### config.mk
export PLATFORM = sky130hd
export DESIGN_NAME = stpdrv_device_flat
export DESIGN_NICKNAME = d
export VERILOG_FILES = /design/src/shared/stpdrv_pkg.sv /design/src/shared/stpdrv_if.sv /design/src/rtl/stpdrv_device.sv /design/src/flat_wrapper.sv
export VERILOG_INCLUDE_DIRS = /design/src /design/src/shared
export SDC_FILE = /design/constraint.sdc
export NUM_CORES = 1
export LEC_CHECK = 0
export CORE_MARGIN = 4
export CORE_UTILIZATION = 40
export DETAILED_ROUTE_END_ITERATION = 8
export DONT_BUFFER_PORTS = 1
export GPL_ROUTABILITY_DRIVEN = 0
export PLACE_DENSITY = 0.66
export SYNTH_ARGS = -nofsm -noshare
export SYNTH_HDL_FRONTEND = slang
export SYNTH_SLANG_ARGS = --single-unit
### constraint.sdc
create_clock -name clk_i -period 3.65 [get_ports clk_i]
set_clock_uncertainty 0.15 [all_clocks]
set_input_delay 0.1825 -clock clk_i [delete_from_list [all_inputs] [get_ports clk_i]]
set_output_delay 0.1825 -clock clk_i [all_outputs]
set_load 0.03 [all_outputs]
### src/shared/stpdrv_defines.svh
// Constants for the serial-programmed stepper driver control logic.
// Assumes inclusion by bare name from shared/; definitions only.
`ifndef STPDRV_DEFINES_SVH
`define STPDRV_DEFINES_SVH
// Serial word layout.
`define STPDRV_WORD_W 19
`define STPDRV_SEL_BIT 0
`define STPDRV_W0_DAC1_LSB 1
`define STPDRV_W0_DAC2_LSB 7
`define STPDRV_W0_PH1_BIT 13
`define STPDRV_W0_PH2_BIT 14
`define STPDRV_W0_MODE1_BIT 15
`define STPDRV_W0_MODE2_BIT 16
`define STPDRV_W0_REF_BIT 17
`define STPDRV_W0_RANGE_BIT 18
`define STPDRV_W1_BLANK_LSB 1
`define STPDRV_W1_OFF_LSB 3
`define STPDRV_W1_FAST_LSB 8
`define STPDRV_W1_OSC_LSB 12
`define STPDRV_W1_SR_LSB 14
`define STPDRV_W1_IDLE_BIT 18
// Reset value of both words.
`define STPDRV_WORD_RST 19'h0_0000
// Blank times in master oscillator periods.
`define STPDRV_BLANK_0 8'h04
`define STPDRV_BLANK_1 8'h06
`define STPDRV_BLANK_2 8'h08
`define STPDRV_BLANK_3 8'h0C
// Internal oscillator divider: 20 MHz system clock to 4 MHz.
`define STPDRV_CLK_HZ 20000000
`define STPDRV_INT_OSC_HZ 4000000
`define STPDRV_INT_DIV (`STPDRV_CLK_HZ / `STPDRV_INT_OSC_HZ)
// Host serial clock half period in system cycles, meets 40 ns widths.
`define STPDRV_SCLK_HALF 4
// Host strobe setup and hold in system cycles, 150 ns at 50 ns period.
`define STPDRV_STB_NS 150
`define STPDRV_CLK_NS 50
`define STPDRV_STB_CYC ((`STPDRV_STB_NS + `STPDRV_CLK_NS - 1) / `STPDRV_CLK_NS)
// Host register offsets, byte addresses.
`define STPDRV_REG_DATA 4'h0
`define STPDRV_REG_CTRL 4'h4
`define STPDRV_REG_STAT 4'h8
`endif

### src/shared/stpdrv_pkg.sv
// Types for the stepper driver control logic.
// Assumes nothing beyond a SystemVerilog compiler.
package stpdrv_pkg;
   // Decay phase of one bridge during a PWM cycle.
   typedef enum logic [3:0] {
      STPDRV_ON = 4'b0001,
      STPDRV_FAST = 4'b0010,
      STPDRV_SLOW = 4'b0100,
      STPDRV_BLANK = 4'b1000
   } stpdrv_pwm_t;
   // Host serial sender state.
   typedef enum logic [3:0] {
      STPDRV_H_IDLE = 4'b0001,
      STPDRV_H_SETUP = 4'b0010,
      STPDRV_H_SHIFT = 4'b0100,
      STPDRV_H_HOLD = 4'b1000
   } stpdrv_host_t;
endpackage

### src/shared/stpdrv_if.sv
// Three-wire serial link between the controller and the driver logic.
// Assumes both ends run on the same system clock.
`timescale 1ns/1ps
`default_nettype none
interface stpdrv_if;
   logic sclk; // Serial clock, data taken on rising edge.
   logic sdata; // Serial data, most significant bit first.
   logic strobe_n; // Strobe, rests high, low during a write.
   modport ctrl (output sclk, output sdata, output strobe_n);
   modport drv (input sclk, input sdata, input strobe_n);
endinterface
`default_nettype wire

### src/rtl/stpdrv_device.sv
// Driver end: serial port, word registers, PWM timing and bridge gating.
// Assumes serial pins synchronous to clk_i and an external oscillator pin.
//
// Local design decisions: the placing of the registers and the Avalon-MM register port.
`timescale 1ns/1ps
`default_nettype none
`include "stpdrv_defines.svh"
module stpdrv_device (
   input wire logic clk_i,
   input wire logic srst_i,
   stpdrv_if.drv link,
   input wire logic sleep_n_i,
   input wire logic uvlo_i,
   input wire logic osc_ext_i,
   input wire logic [1:0] trip_i,
   output logic [1:0] bridge_a_o,
   output logic [1:0] bridge_b_o,
   output logic [1:0] sink_chop_o,
   output logic [1:0] fast_decay_o,
   output logic [5:0] dac1_o,
   output logic [5:0] dac2_o,
   output logic ext_ref_o,
   output logic range_div4_o,
   output logic [1:0] sync_rectifier_select_o,
   output logic pump_en_o,
   output logic master_timing_clock_o
);
   ////////////////////////////////////////////////////////////////////////////////
   // Serial port and word registers.
   logic [18:0] shift_r, shift_nxt; // Incoming shift register.
   logic [18:0] word0_r, word0_nxt; // Current and phase word.
   logic [18:0] word1_r, word1_nxt; // Timing word.
   logic sclk_q_r, stb_q_r; // Previous pin levels for edges.
   logic clr; // Port clear from sleep or undervoltage.
   assign clr = !sleep_n_i || uvlo_i;

   // Shift on rising serial clock while strobe is low; latch on strobe rise.
   always_comb begin
      shift_nxt = shift_r;
      word0_nxt = word0_r;
      word1_nxt = word1_r;
      if (clr) begin
         shift_nxt = `STPDRV_WORD_RST;
         word0_nxt = `STPDRV_WORD_RST;
         word1_nxt = `STPDRV_WORD_RST;
      end else begin
         if (!link.strobe_n && link.sclk && !sclk_q_r) begin
            shift_nxt = {shift_r[17:0], link.sdata};
         end
         if (link.strobe_n && !stb_q_r) begin
            if (shift_r[`STPDRV_SEL_BIT]) begin
               word1_nxt = shift_r;
            end else begin
               word0_nxt = shift_r;
            end
         end
      end
   end

   // Register the serial state.
   always_ff @(posedge clk_i) begin
      if (srst_i) begin
         shift_r <= `STPDRV_WORD_RST;
         word0_r <= `STPDRV_WORD_RST;
         word1_r <= `STPDRV_WORD_RST;
         sclk_q_r <= 1'b0;
         stb_q_r <= 1'b1;
      end else begin
         shift_r <= shift_nxt;
         word0_r <= word0_nxt;
         word1_r <= word1_nxt;
         sclk_q_r <= link.sclk;
         stb_q_r <= link.strobe_n;
      end
   end

   ////////////////////////////////////////////////////////////////////////////////
   // Master oscillator enable.
   logic [2:0] idiv_r, idiv_nxt; // Internal 4 MHz divider.
   logic [1:0] ediv_r, ediv_nxt; // External clock divider.
   logic ext_q_r; // Previous external oscillator level.
   logic ext_rise, mo_tick, mo_tog_r, mo_tog_nxt;
   assign ext_rise = osc_ext_i && !ext_q_r;

   // Choose the timing tick from the oscillator field.
   always_comb begin
      idiv_nxt = (idiv_r == 3'(`STPDRV_INT_DIV - 1)) ? 3'h0 : idiv_r + 3'h1;
      ediv_nxt = ext_rise ? ediv_r + 2'h1 : ediv_r;
      case (word1_r[`STPDRV_W1_OSC_LSB +: 2])
         2'h0: mo_tick = (idiv_r == 3'h0);
         2'h1: mo_tick = ext_rise;
         2'h2: mo_tick = ext_rise && ediv_r[0];
         default: mo_tick = ext_rise && (ediv_r == 2'h3);
      endcase
      mo_tog_nxt = mo_tick ? !mo_tog_r : mo_tog_r;
   end

   // Register the oscillator state.
   always_ff @(posedge clk_i) begin
      if (srst_i) begin
         idiv_r <= 3'h0;
         ediv_r <= 2'h0;
         ext_q_r <= 1'b0;
         mo_tog_r <= 1'b0;
      end else begin
         idiv_r <= idiv_nxt;
         ediv_r <= ediv_nxt;
         ext_q_r <= osc_ext_i;
         mo_tog_r <= mo_tog_nxt;
      end
   end

   ////////////////////////////////////////////////////////////////////////////////
   // Per-bridge PWM off-time, fast-decay and blanking timers.
   logic idle; // Idle mode when the idle bit is zero.
   logic [7:0] off_len, fast_len, blank_len; // Lengths in oscillator periods.
   assign idle = !word1_r[`STPDRV_W1_IDLE_BIT];
   assign off_len = 8'(({3'h0, word1_r[`STPDRV_W1_OFF_LSB +: 5]} + 8'h1) * 8'h8 - 8'h1);
   assign fast_len = 8'(({4'h0, word1_r[`STPDRV_W1_FAST_LSB +: 4]} + 8'h1) * 8'h8 - 8'h1);

   // Blank length from the two-bit field.
   always_comb begin
      case (word1_r[`STPDRV_W1_BLANK_LSB +: 2])
         2'h0: blank_len = `STPDRV_BLANK_0;
         2'h1: blank_len = `STPDRV_BLANK_1;
         2'h2: blank_len = `STPDRV_BLANK_2;
         default: blank_len = `STPDRV_BLANK_3;
      endcase
   end

   logic [1:0] a_nxt, b_nxt, sink_nxt, fast_nxt;
   logic [1:0] en_b; // Bridge enable: nonzero code, not idle and no port clear.
   genvar g;
   for (g = 0; g < 2; g++) begin : g_br
      stpdrv_pkg::stpdrv_pwm_t st_r, st_nxt;
      logic [7:0] cnt_r, cnt_nxt; // Periods elapsed in the off time or the blank time.
      logic ph_q_r; // Previous phase bit.
      logic ph, slow, on_drv;
      logic [5:0] code;
      assign code = word0_r[(g == 0 ? `STPDRV_W0_DAC1_LSB : `STPDRV_W0_DAC2_LSB) +: 6];
      assign ph = word0_r[`STPDRV_W0_PH1_BIT + g];
      assign slow = word0_r[`STPDRV_W0_MODE1_BIT + g];
      assign en_b[g] = (code != 6'h00) && !idle && !clr;

      // Off-time sequencer: trip starts off time, blanking follows it.
      always_comb begin
         st_nxt = st_r;
         cnt_nxt = cnt_r;
         if (!en_b[g]) begin
            st_nxt = stpdrv_pkg::STPDRV_ON;
            cnt_nxt = 8'h00;
         end else if (ph != ph_q_r) begin
            st_nxt = stpdrv_pkg::STPDRV_BLANK;
            cnt_nxt = 8'h00;
         end else begin
            case (st_r)
               stpdrv_pkg::STPDRV_ON: begin
                  if (trip_i[g]) begin
                     st_nxt = slow ? stpdrv_pkg::STPDRV_SLOW : stpdrv_pkg::STPDRV_FAST;
                     cnt_nxt = 8'h00;
                  end
               end
               stpdrv_pkg::STPDRV_FAST, stpdrv_pkg::STPDRV_SLOW: begin
                  if (mo_tick) begin
                     cnt_nxt = cnt_r + 8'h1;
                     if (cnt_r + 8'h1 >= off_len) begin
                        st_nxt = stpdrv_pkg::STPDRV_BLANK;
                        cnt_nxt = 8'h00;
                     end else if (cnt_r + 8'h1 >= fast_len) begin
                        st_nxt = stpdrv_pkg::STPDRV_SLOW;
                     end
                  end
               end
               stpdrv_pkg::STPDRV_BLANK: begin
                  if (mo_tick) begin
                     cnt_nxt = cnt_r + 8'h1;
                     if (cnt_r + 8'h1 >= blank_len) begin
                        st_nxt = stpdrv_pkg::STPDRV_ON;
                        cnt_nxt = 8'h00;
                     end
                  end
               end
               default: begin
                  st_nxt = stpdrv_pkg::STPDRV_ON;
                  cnt_nxt = 8'h00;
               end
            endcase
         end
         // Bridge drive: source on except in off time; trips ignored in blanking.
         on_drv = (st_r == stpdrv_pkg::STPDRV_ON) || (st_r == stpdrv_pkg::STPDRV_BLANK);
         a_nxt[g] = en_b[g] && on_drv && ph;
         b_nxt[g] = en_b[g] && on_drv && !ph;
         sink_nxt[g] = en_b[g] && !on_drv &&
            (word1_r[`STPDRV_W1_SR_LSB +: 2] == 2'h3);
         fast_nxt[g] = en_b[g] && (st_r == stpdrv_pkg::STPDRV_FAST);
      end

      // Register the bridge timer.
      always_ff @(posedge clk_i) begin
         if (srst_i) begin
            st_r <= stpdrv_pkg::STPDRV_ON;
            cnt_r <= 8'h00;
            ph_q_r <= 1'b0;
         end else begin
            st_r <= st_nxt;
            cnt_r <= cnt_nxt;
            ph_q_r <= ph;
         end
      end
   end

   ////////////////////////////////////////////////////////////////////////////////
   // Output registers.
   always_ff @(posedge clk_i) begin
      if (srst_i) begin
         bridge_a_o <= 2'h0;
         bridge_b_o <= 2'h0;
         sink_chop_o <= 2'h0;
         fast_decay_o <= 2'h0;
         dac1_o <= 6'h00;
         dac2_o <= 6'h00;
         ext_ref_o <= 1'b0;
         range_div4_o <= 1'b0;
         sync_rectifier_select_o <= 2'h0;
         pump_en_o <= 1'b0;
         master_timing_clock_o <= 1'b0;
      end else begin
         bridge_a_o <= a_nxt;
         bridge_b_o <= b_nxt;
         sink_chop_o <= sink_nxt;
         fast_decay_o <= fast_nxt;
         dac1_o <= word0_r[`STPDRV_W0_DAC1_LSB +: 6];
         dac2_o <= word0_r[`STPDRV_W0_DAC2_LSB +: 6];
         ext_ref_o <= word0_r[`STPDRV_W0_REF_BIT];
         range_div4_o <= word0_r[`STPDRV_W0_RANGE_BIT];
         sync_rectifier_select_o <= word1_r[`STPDRV_W1_SR_LSB +: 2];
         pump_en_o <= !idle && !clr;
         master_timing_clock_o <= mo_tog_r;
      end
   end
endmodule
`default_nettype wire

### src/flat_wrapper.sv
// flat-port wrapper written by rule: the top's interface ports become plain ports
module stpdrv_device_flat 
  (clk_i, srst_i, sleep_n_i, uvlo_i, osc_ext_i, trip_i, bridge_a_o, bridge_b_o, sink_chop_o, fast_decay_o, dac1_o, dac2_o, ext_ref_o, range_div4_o, sync_rectifier_select_o, pump_en_o, master_timing_clock_o, link_sclk, link_sdata, link_strobe_n);
  stpdrv_if link_i ();
  input wire logic clk_i;
  input wire logic srst_i;
  input wire logic sleep_n_i;
  input wire logic uvlo_i;
  input wire logic osc_ext_i;
  input wire logic [1:0] trip_i;
  output logic [1:0] bridge_a_o;
  output logic [1:0] bridge_b_o;
  output logic [1:0] sink_chop_o;
  output logic [1:0] fast_decay_o;
  output logic [5:0] dac1_o;
  output logic [5:0] dac2_o;
  output logic ext_ref_o;
  output logic range_div4_o;
  output logic [1:0] sync_rectifier_select_o;
  output logic pump_en_o;
  output logic master_timing_clock_o;
  input wire logic [$bits(link_i.sclk)-1:0] link_sclk;
  input wire logic [$bits(link_i.sdata)-1:0] link_sdata;
  input wire logic [$bits(link_i.strobe_n)-1:0] link_strobe_n;
  assign link_i.sclk = link_sclk;
  assign link_i.sdata = link_sdata;
  assign link_i.strobe_n = link_strobe_n;
  stpdrv_device u_core (.clk_i(clk_i), .srst_i(srst_i), .link(link_i), .sleep_n_i(sleep_n_i), .uvlo_i(uvlo_i), .osc_ext_i(osc_ext_i), .trip_i(trip_i), .bridge_a_o(bridge_a_o), .bridge_b_o(bridge_b_o), .sink_chop_o(sink_chop_o), .fast_decay_o(fast_decay_o), .dac1_o(dac1_o), .dac2_o(dac2_o), .ext_ref_o(ext_ref_o), .range_div4_o(range_div4_o), .sync_rectifier_select_o(sync_rectifier_select_o), .pump_en_o(pump_en_o), .master_timing_clock_o(master_timing_clock_o));
endmodule
==> results.txt, run 1 <==
Traced cell by cell, the critical path runs through ha_1 > nand3_1 > xnor2_2 > ha_1 > a311o_1 > a21oi_2 > a22oi_2 > a211oi_4 > o21ai_2 > nor3b_1 > a211o_1. In this run the deepest clock path goes through 2 buffers. The routed length per instance came out at 14.61 µm.

The net count reported at finish came out at 681. The vias after detailed routing is 4386. The power per standard cell area is 478.3 nW/µm². The final routed DRC violation total is 0. The setup-violating endpoint count in the final report came out at 0. For this run, the leading register cell type out of synthesis is dfxtp_1. Setup repair after global routing left no endpoint under its margin.

The total length of routed met3 wires is 424 µm. The final design instance area without fill came out at 6165 µm². The final max-slew violation count is 0.

Counting stages on the worst path, the most repeated cell is ha_1. The overflow left after global routing came out at 0. The cell count after synthesis came out at between 600 and 700. The share of the synthesized area in the top cell type came out at 0.4239.

The maximum resistive drop on vdd is 0.0002611 V. The worst setup path is of the flip-flop to flip-flop kind. The post-synthesis sequential area ratio is 0.4239.

The multi-input gate area in the final layout is roughly 2900 µm². The share of total power consumed by net switching came out at 0.2249. Counting every sink on the clock net gives roughly 110.

The power share of the clock group is 0.545. The post-synthesis net count is 680. The sequential share of power is 0.429. At the pin with the least slew margin, the transition time is 1.116 ns.

The number of global-route vias before repair came out at between 4000 and 5000. The number of filler instances in the final layout came out at 1247. The count of buffers inserted at the top-level ports is 0. The area enclosed by the die boundary is 15380 µm².

The antenna diode count is 0. The number of top-level pins is 36. The total negative slack came out at 0 ns.

STA classifies the critical path startpoint as a flip-flop. The required time at the endpoint of the critical path came out at 3.85 ns. The longest individual stage delay on the worst path came out at 0.47 ns.

During synthesis, Yosys emitted a total of 0 warnings. In the post-route analysis, the smallest setup slack over all paths is 0.4269 ns. The max-capacitance violation count came out at 0. Yosys mapped a number of flops with a built-in enable equal to 0.

Ranked by instance count, the synthesized netlist is headed by nand2_1, dfxtp_1, a21oi_1. The uppermost metal layer occupied by signal nets is met4. The total half-perimeter wirelength after legalization and detailed placement came out at about 8600 µm. The sum of routed wire length over all layers came out at between 10000 and 15000 µm. The clock-pin transition on the worst setup and hold timing paths came out at roughly 0.060 ns.

The number of nets still failing antenna checks after routing came out at 0. For this run, the total global-route usage over all layers was measured as 0.1680. The placement-stage cell area is 5499 µm².

TritonCTS built the clock tree. The post-layout utilization of the core came out at 0.4674. The number of iterations in the first detailed-routing pass is 7.

For this design, the slowest cell found on the critical path is dfxtp_1. The floorplan core area came out at 13190 µm². The number of different library cells in the post-synthesis netlist is 71. Leaving out filler cells and counting taps, the final layout contains about 830. The internal power is 2.286 mW. In the synthesized netlist the async set-or-reset flop fraction comes to 0. The worst setup path is captured at a flip-flop. The synthesized design contains 114 register bits.

The achievable frequency came out at about 310 MHz. The path class of the tightest hold or removal check is input pin to flip-flop. In this run the worst path has a maximum fanout of 9. Among all cell types in the netlist, the one instantiated most often is nand2_1. The master cell of the clock root buffer is clkbuf_16. The fraction of final layout cells sized beyond drive strength 1 came out at 0.09285. The number of antenna violations at the first check in global routing is 0. The biggest area contributor in the post-synthesis netlist is dfxtp_1. In the final routing, the length of wire on met1 measures 5438 µm.

The global-route wire length before repair is 20360 µm. The shortest clock period the worst path allows after layout came out at 3.223 ns. The number of setup buffers added after CTS is 0. In the finished design, the share of the clock period the worst path needs comes to 0.8830. In this run, placement finished with an instance count of 794. The synthesis-to-finish area growth came out at 14.50%. The initial DRC count is 382. The largest net degree at the start of global routing is 55. Summed over all cells, the static leakage comes to between 2 and 2.5 nW.

The mean post-synth cell area is about 8.4 µm². The chip height came out at ~120 µm. Registers take 2282 µm².

The row count came out at 42. The starting density of the core is 0.4082. Summed over all nets, the switching power comes to 663.0 µW. The data arrival time of the critical path is ~3.4 ns. The number of H-tree levels is 4.

The met2 routed wirelength came out at 6151 µm. The clock latency of the later-clocked register in the worst-skew pair is slightly above 0.4 ns. The normalized max-slew margin came out at 0.2528. In the post-synthesis netlist, the biggest area contributors are dfxtp_1, nand2_1, a21oi_1. The number of vias per cell came out at 5.265.

The final count of hold timing violations was 0. The post-synthesis instance area is 5384 µm². The share of power burned in combinational logic is 0.026.

Counting the buffers created by CTS gives 17. The flow ran to the end, and the final reports show no timing, DRC or antenna violations. The pre-CTS worst setup slack came out at 0.4076 ns.

The die is 124.0 µm wide.
[per-layer routing]
metal,global-route usage,up-vias
met2,0.2829,87
met5,0,-
met1,0.2066,2065
met4,0.05749,0
li1,-,2221
met3,0.04678,13
[stage by stage]
stage	hold slack, ns	power (mW)
after global routing	0.03791	3.045
after CTS	0.006428	2.971
after floorplan	0.1363	1.346
final	0.01569	2.949
after detailed placement	0.1090	1.357
after global placement	0.1079	1.354
[final timing paths]
check                                             start                 endpoint  slack [ns]  cells past startpoint
worst max-delay path            u_core.g_br[0].cnt_r[0]  u_core.g_br[0].cnt_r[2]        0.43                     11
worst min-delay path                          osc_ext_i         u_core.ediv_r[0]        0.02                      3
worst max register to register  u_core.g_br[0].cnt_r[0]  u_core.g_br[0].cnt_r[2]        0.43                     11
worst min register to register       u_core.word0_r[18]       u_core.word0_r[18]        0.30                      2
[final cells by class]
cell class	count	share of cell area
multi-input combinational	479	0.4709
sequential	114	0.3702
clock inverter	12	0.01969
timing repair buffer	9	0.01380
tap	176	0.03572
inverter	23	0.01400
clock buffer	20	0.07571
[layout by cell type, fill, tap and decap left out, types with 5 or more instances in the layout]
cell type | netlist | final
nor2_1 | 39 | 39
xor2_1 | 11 | 11
and3_1 | 5 | 5
ha_1 | 27 | 27
o211ai_1 | 5 | 5
dlygate4sd3_1 | 0 | 7
nor2b_1 | 24 | 24
a31oi_1 | 5 | 5
o21ai_0 | 8 | 8
nor3_1 | 14 | 14
xnor2_1 | 15 | 14
dfxtp_1 | 114 | 114
nand2_1 | 139 | 139
o21ai_1 | 8 | 8
inv_1 | 23 | 23
a21oi_1 | 75 | 75
clkbuf_16 | 0 | 17
nand3_1 | 13 | 13
[power groups by stage]
stage	sequential, mW	clock, mW	combinational [mW]
2_1_floorplan	1.29	0	0.0559
3_3_place_gp	1.29	0	0.0624
3_5_place_dp	1.29	0	0.0646
4_1_cts	1.27	1.63	0.0766
5_1_grt	1.27	1.69	0.0864
6_report	1.27	1.61	0.0761
[repair_timing]
action                                 4_1_cts  5_1_grt
endpoints found under the hold margin       49        0
setup endpoints to repair                    0        1
hold buffers                                 7        0
resized for setup                            0        1
[state kept, by name, indices dropped and copies added, names as in the netlist, 3 cells and up]
| signal | cells |
|---|---|
| u_core.g_br.st_r | 8 |
| u_core.dac2_o | 6 |
| u_core.word1_r | 16 |
| u_core.idiv_r | 3 |
| u_core.dac1_o | 6 |
| u_core.g_br.cnt_r | 16 |
| u_core.word0_r | 18 |
| u_core.shift_r | 19 |
[kinds of logic after synthesis]
logic type / after synthesis / synth area share
simple gates: 278 / 0.2484
fa+ha+maj: 32 / 0.07251
buf+inv: 50 / 0.04020
compound gates: 139 / 0.1641
flops: 114 / 0.4239
mux: 3 / 0.005578
xor+xnor: 27 / 0.04532
[worst max-delay path, delay by kind of cell (launching register included)]
family,cells,cell delay [ns]
XOR/XNOR,1,0.20
AND/OR/NAND/NOR,2,0.41
flip-flops,1,0.47
AO/OA/AOI/OAI,6,1.32
adder cells (fa/ha/maj),2,0.61
Note: power is estimated with default switching activity, not from simulation.
==> run 2: changes to the inputs <==
PLACE_DENSITY = default   (was 0.66)
PLACE_DENSITY_LB_ADDON = 0.12   (was default)
==> results.txt, run 2 (synthesis gave the netlist of run 1 again) <==
The antenna diode count is 0 (unchanged). The routed length per instance is 14.84 µm (was 14.61 µm). The clock latency of the later-clocked register in the worst-skew pair is 0.41 ns (about the same). The transition at the pin with the smallest max-transition slack is 1.179 ns (was 1.116 ns).

The hold-fix buffer count after cts came to 7 (unchanged). The count of buffers inserted at the top-level ports came out at 0 (unchanged). The initial DRC count came out at 217 (was 382). The worst min-delay path class is input pin to flip-flop (unchanged).

The starting density of the core was 0.4082 (unchanged). The standby leakage power is 2.180 nW (was 2.187 nW). The achievable frequency came out at 306.2 MHz (was 310.3 MHz). The share of total power consumed by net switching came out at 0.2116 (was 0.2249). The type of the worst setup path is flip-flop to flip-flop (unchanged). The post-layout utilization of the core came out at 0.4666 (was 0.4674). The post-route total power is 2.925 mW (was 2.949 mW). The final routed DRC violation total came to 0 (unchanged). The aggregate global-route resource usage is 0.1756 (was 0.1680). The largest fanout on the critical path is 9 (unchanged). The sequential share of power came out at 0.433 (was 0.429). The net switching power figure came out at 619.0 µW (was 663.0 µW). The final design instance area without fill came out at 6155 µm² (was 6165 µm²). The number of vias per cell was 5.236 (was 5.265).

Biggest registers after layout: u_core.shift_r: 19 flops, u_core.word0_r: 18 flops (unchanged). The chip height came out at 124.0 µm (unchanged). The maximum resistive drop on vdd came to 0.0002653 V (was 0.0002611 V).

The number of antenna violations at the first check in global routing came to 0 (unchanged). The number of top-level pins is 36 (unchanged). The max-capacitance violation count came out at 0 (unchanged).

The number of H-tree levels is 4 (unchanged). The power per standard cell area came to 475.3 nW/µm² (was 478.3 nW/µm²). The master cell of the clock root buffer is clkbuf_16 (unchanged). Setup repair after global routing missed its margin: no (unchanged). The most common cell after layout, fill and taps aside is nand2_1 (unchanged). The final clock period utilization by the worst path was 0.8948 (was 0.8830). The number of nets still failing antenna checks after routing is 0 (unchanged). The shortest clock period the worst path allows after layout came to 3.266 ns (was 3.223 ns). Outcome: finished, final reports clean (unchanged). The overflow left after global routing was 0 (unchanged).

The number of flip-flops in the largest register is 19 (unchanged). The sum of routed wire length over all layers came to 12380 µm (was 12170 µm). The pre-CTS worst setup slack was 0.3950 ns (was 0.4076 ns). The vias after detailed routing came to 4367 (was 4386). The post-cts repair resize count came to 0 (unchanged). The startpoint kind of the worst setup timing path is a flip-flop (unchanged). The global-route wire length before repair came to 21110 µm (was 20360 µm).

The data arrival time of the critical path is 3.47 ns (was 3.42 ns). The synthesis-to-finish area growth is 14.32% (was 14.50%). The final critical-path setup slack was 0.3839 ns (was 0.4269 ns). The floorplan core area came out at 13190 µm² (unchanged). The number of buffers created by CTS is 17 (unchanged). The overall die width came out at 124.0 µm (unchanged). The final count of hold timing violations is 0 (unchanged). The clock-pin transition on the worst setup and hold timing paths came out at 0.05 ns (was 0.06 ns).

The top register by number of flip-flops is u_core.shift_r (unchanged). The area enclosed by the die boundary came out at 15380 µm² (unchanged). The power share of the clock group came to 0.541 (was 0.545).

The row count is 42 (unchanged). The number of sinks on the clock net came out at 114 (unchanged). The normalized max-slew margin came out at 0.2104 (was 0.2528). The required time at the endpoint of the critical path is 3.85 ns (about the same).

The endpoint type of the worst setup path is a flip-flop (unchanged). The fraction of final layout cells sized beyond drive strength 1 is 0.08967 (was 0.09285). The number of iterations in the first detailed-routing pass was 6 (was 7). The total half-perimeter wirelength after legalization and detailed placement came out at 8830 µm (was 8633 µm). The share of power burned in combinational logic came out at 0.026 (about the same). The placement-stage cell area is 5507 µm² (was 5499 µm²). The number of global-route vias before repair came to 4379 (was 4256). The internal power came out at 2.306 mW (was 2.286 mW).

The number of setup buffers added after CTS came out at 0 (unchanged). The net count reported at finish was 682 (was 681). Commonest cells after routing, fill and taps aside: nand2_1, dfxtp_1, a21oi_1 (unchanged). The setup-violating endpoint count in the final report came to 0 (unchanged). The total negative slack was 0 ns (unchanged). The largest net degree at the start of global routing came to 55 (unchanged).

The CTS tree is yes (unchanged). The number of buffers on the longest clock path came out at 2 (unchanged). The final max-slew violation count came out at 0 (unchanged).
## run 2: final timing paths
kind,slack (ns),to,startpoint,cells past startpoint
min,0.07,u_core.g_br[0].cnt_r[4],trip_i[0],3
min reg2reg,0.30,u_core.word1_r[18],u_core.word1_r[18],2
max,0.38,u_core.g_br[0].cnt_r[2],u_core.g_br[0].cnt_r[0],11
max reg2reg,0.38,u_core.g_br[0].cnt_r[2],u_core.g_br[0].cnt_r[0],11
## run 2: layout make-up
class | count | area (µm²)
flip-flops and latches | 114 | 2282
inverters | 23 | 86.33
clock inverters | 8 | 76.32
multi-input cells | 479 | 2895
well taps | 176 | 220.2
repair buffers | 10 | 92.59
clock buffers | 24 | 501.7
fillers | 1299 | 7036
## run 2: per-layer routing
| metal | share of wire | track usage | wire [µm] | vias up |
|---|---|---|---|---|
| met1 | 0.46 | 0.2202 | 5706 | 2044 |
| li1 | - | - | - | 2209 |
| met3 | 0.035 | 0.04587 | 437 | 29 |
| met2 | 0.47 | 0.2788 | 5765 | 85 |
| met4 | 0.038 | 0.08830 | 470 | 0 |
| met5 | 0 | 0 | 0 | - |
## run 2: critical path, stage by stage, from the launching register on
cell and delay [ns]:
dfxtp_1 0.49, ha_1 0.37, nand3_1 0.13, xnor2_1 0.34
ha_1 0.30, o21a_1 0.18, a21oi_2 0.18, o2bb2ai_1 0.13
a211oi_4 0.45, o21ai_2 0.16, nor3b_1 0.20, a211o_1 0.13
## run 2: stage by stage
| stage | instances | hold slack [ns] |
|---|---|---|
| floorplan | 643 | 0.1363 |
| global placement | 795 | 0.1075 |
| detailed placement | 795 | 0.1087 |
| CTS | 834 | 0.05315 |
| global route | 834 | 0.08516 |
| finish | 834 | 0.07223 |
## run 2: power by group through the flow
stage / logic [mW] / registers, mW / clock network, mW
6_report: 0.0768 / 1.27 / 1.58
5_1_grt: 0.0891 / 1.27 / 1.67
4_1_cts: 0.0782 / 1.27 / 1.62
3_5_place_dp: 0.0666 / 1.29 / 0
3_3_place_gp: 0.0654 / 1.29 / 0
2_1_floorplan: 0.0559 / 1.29 / 0
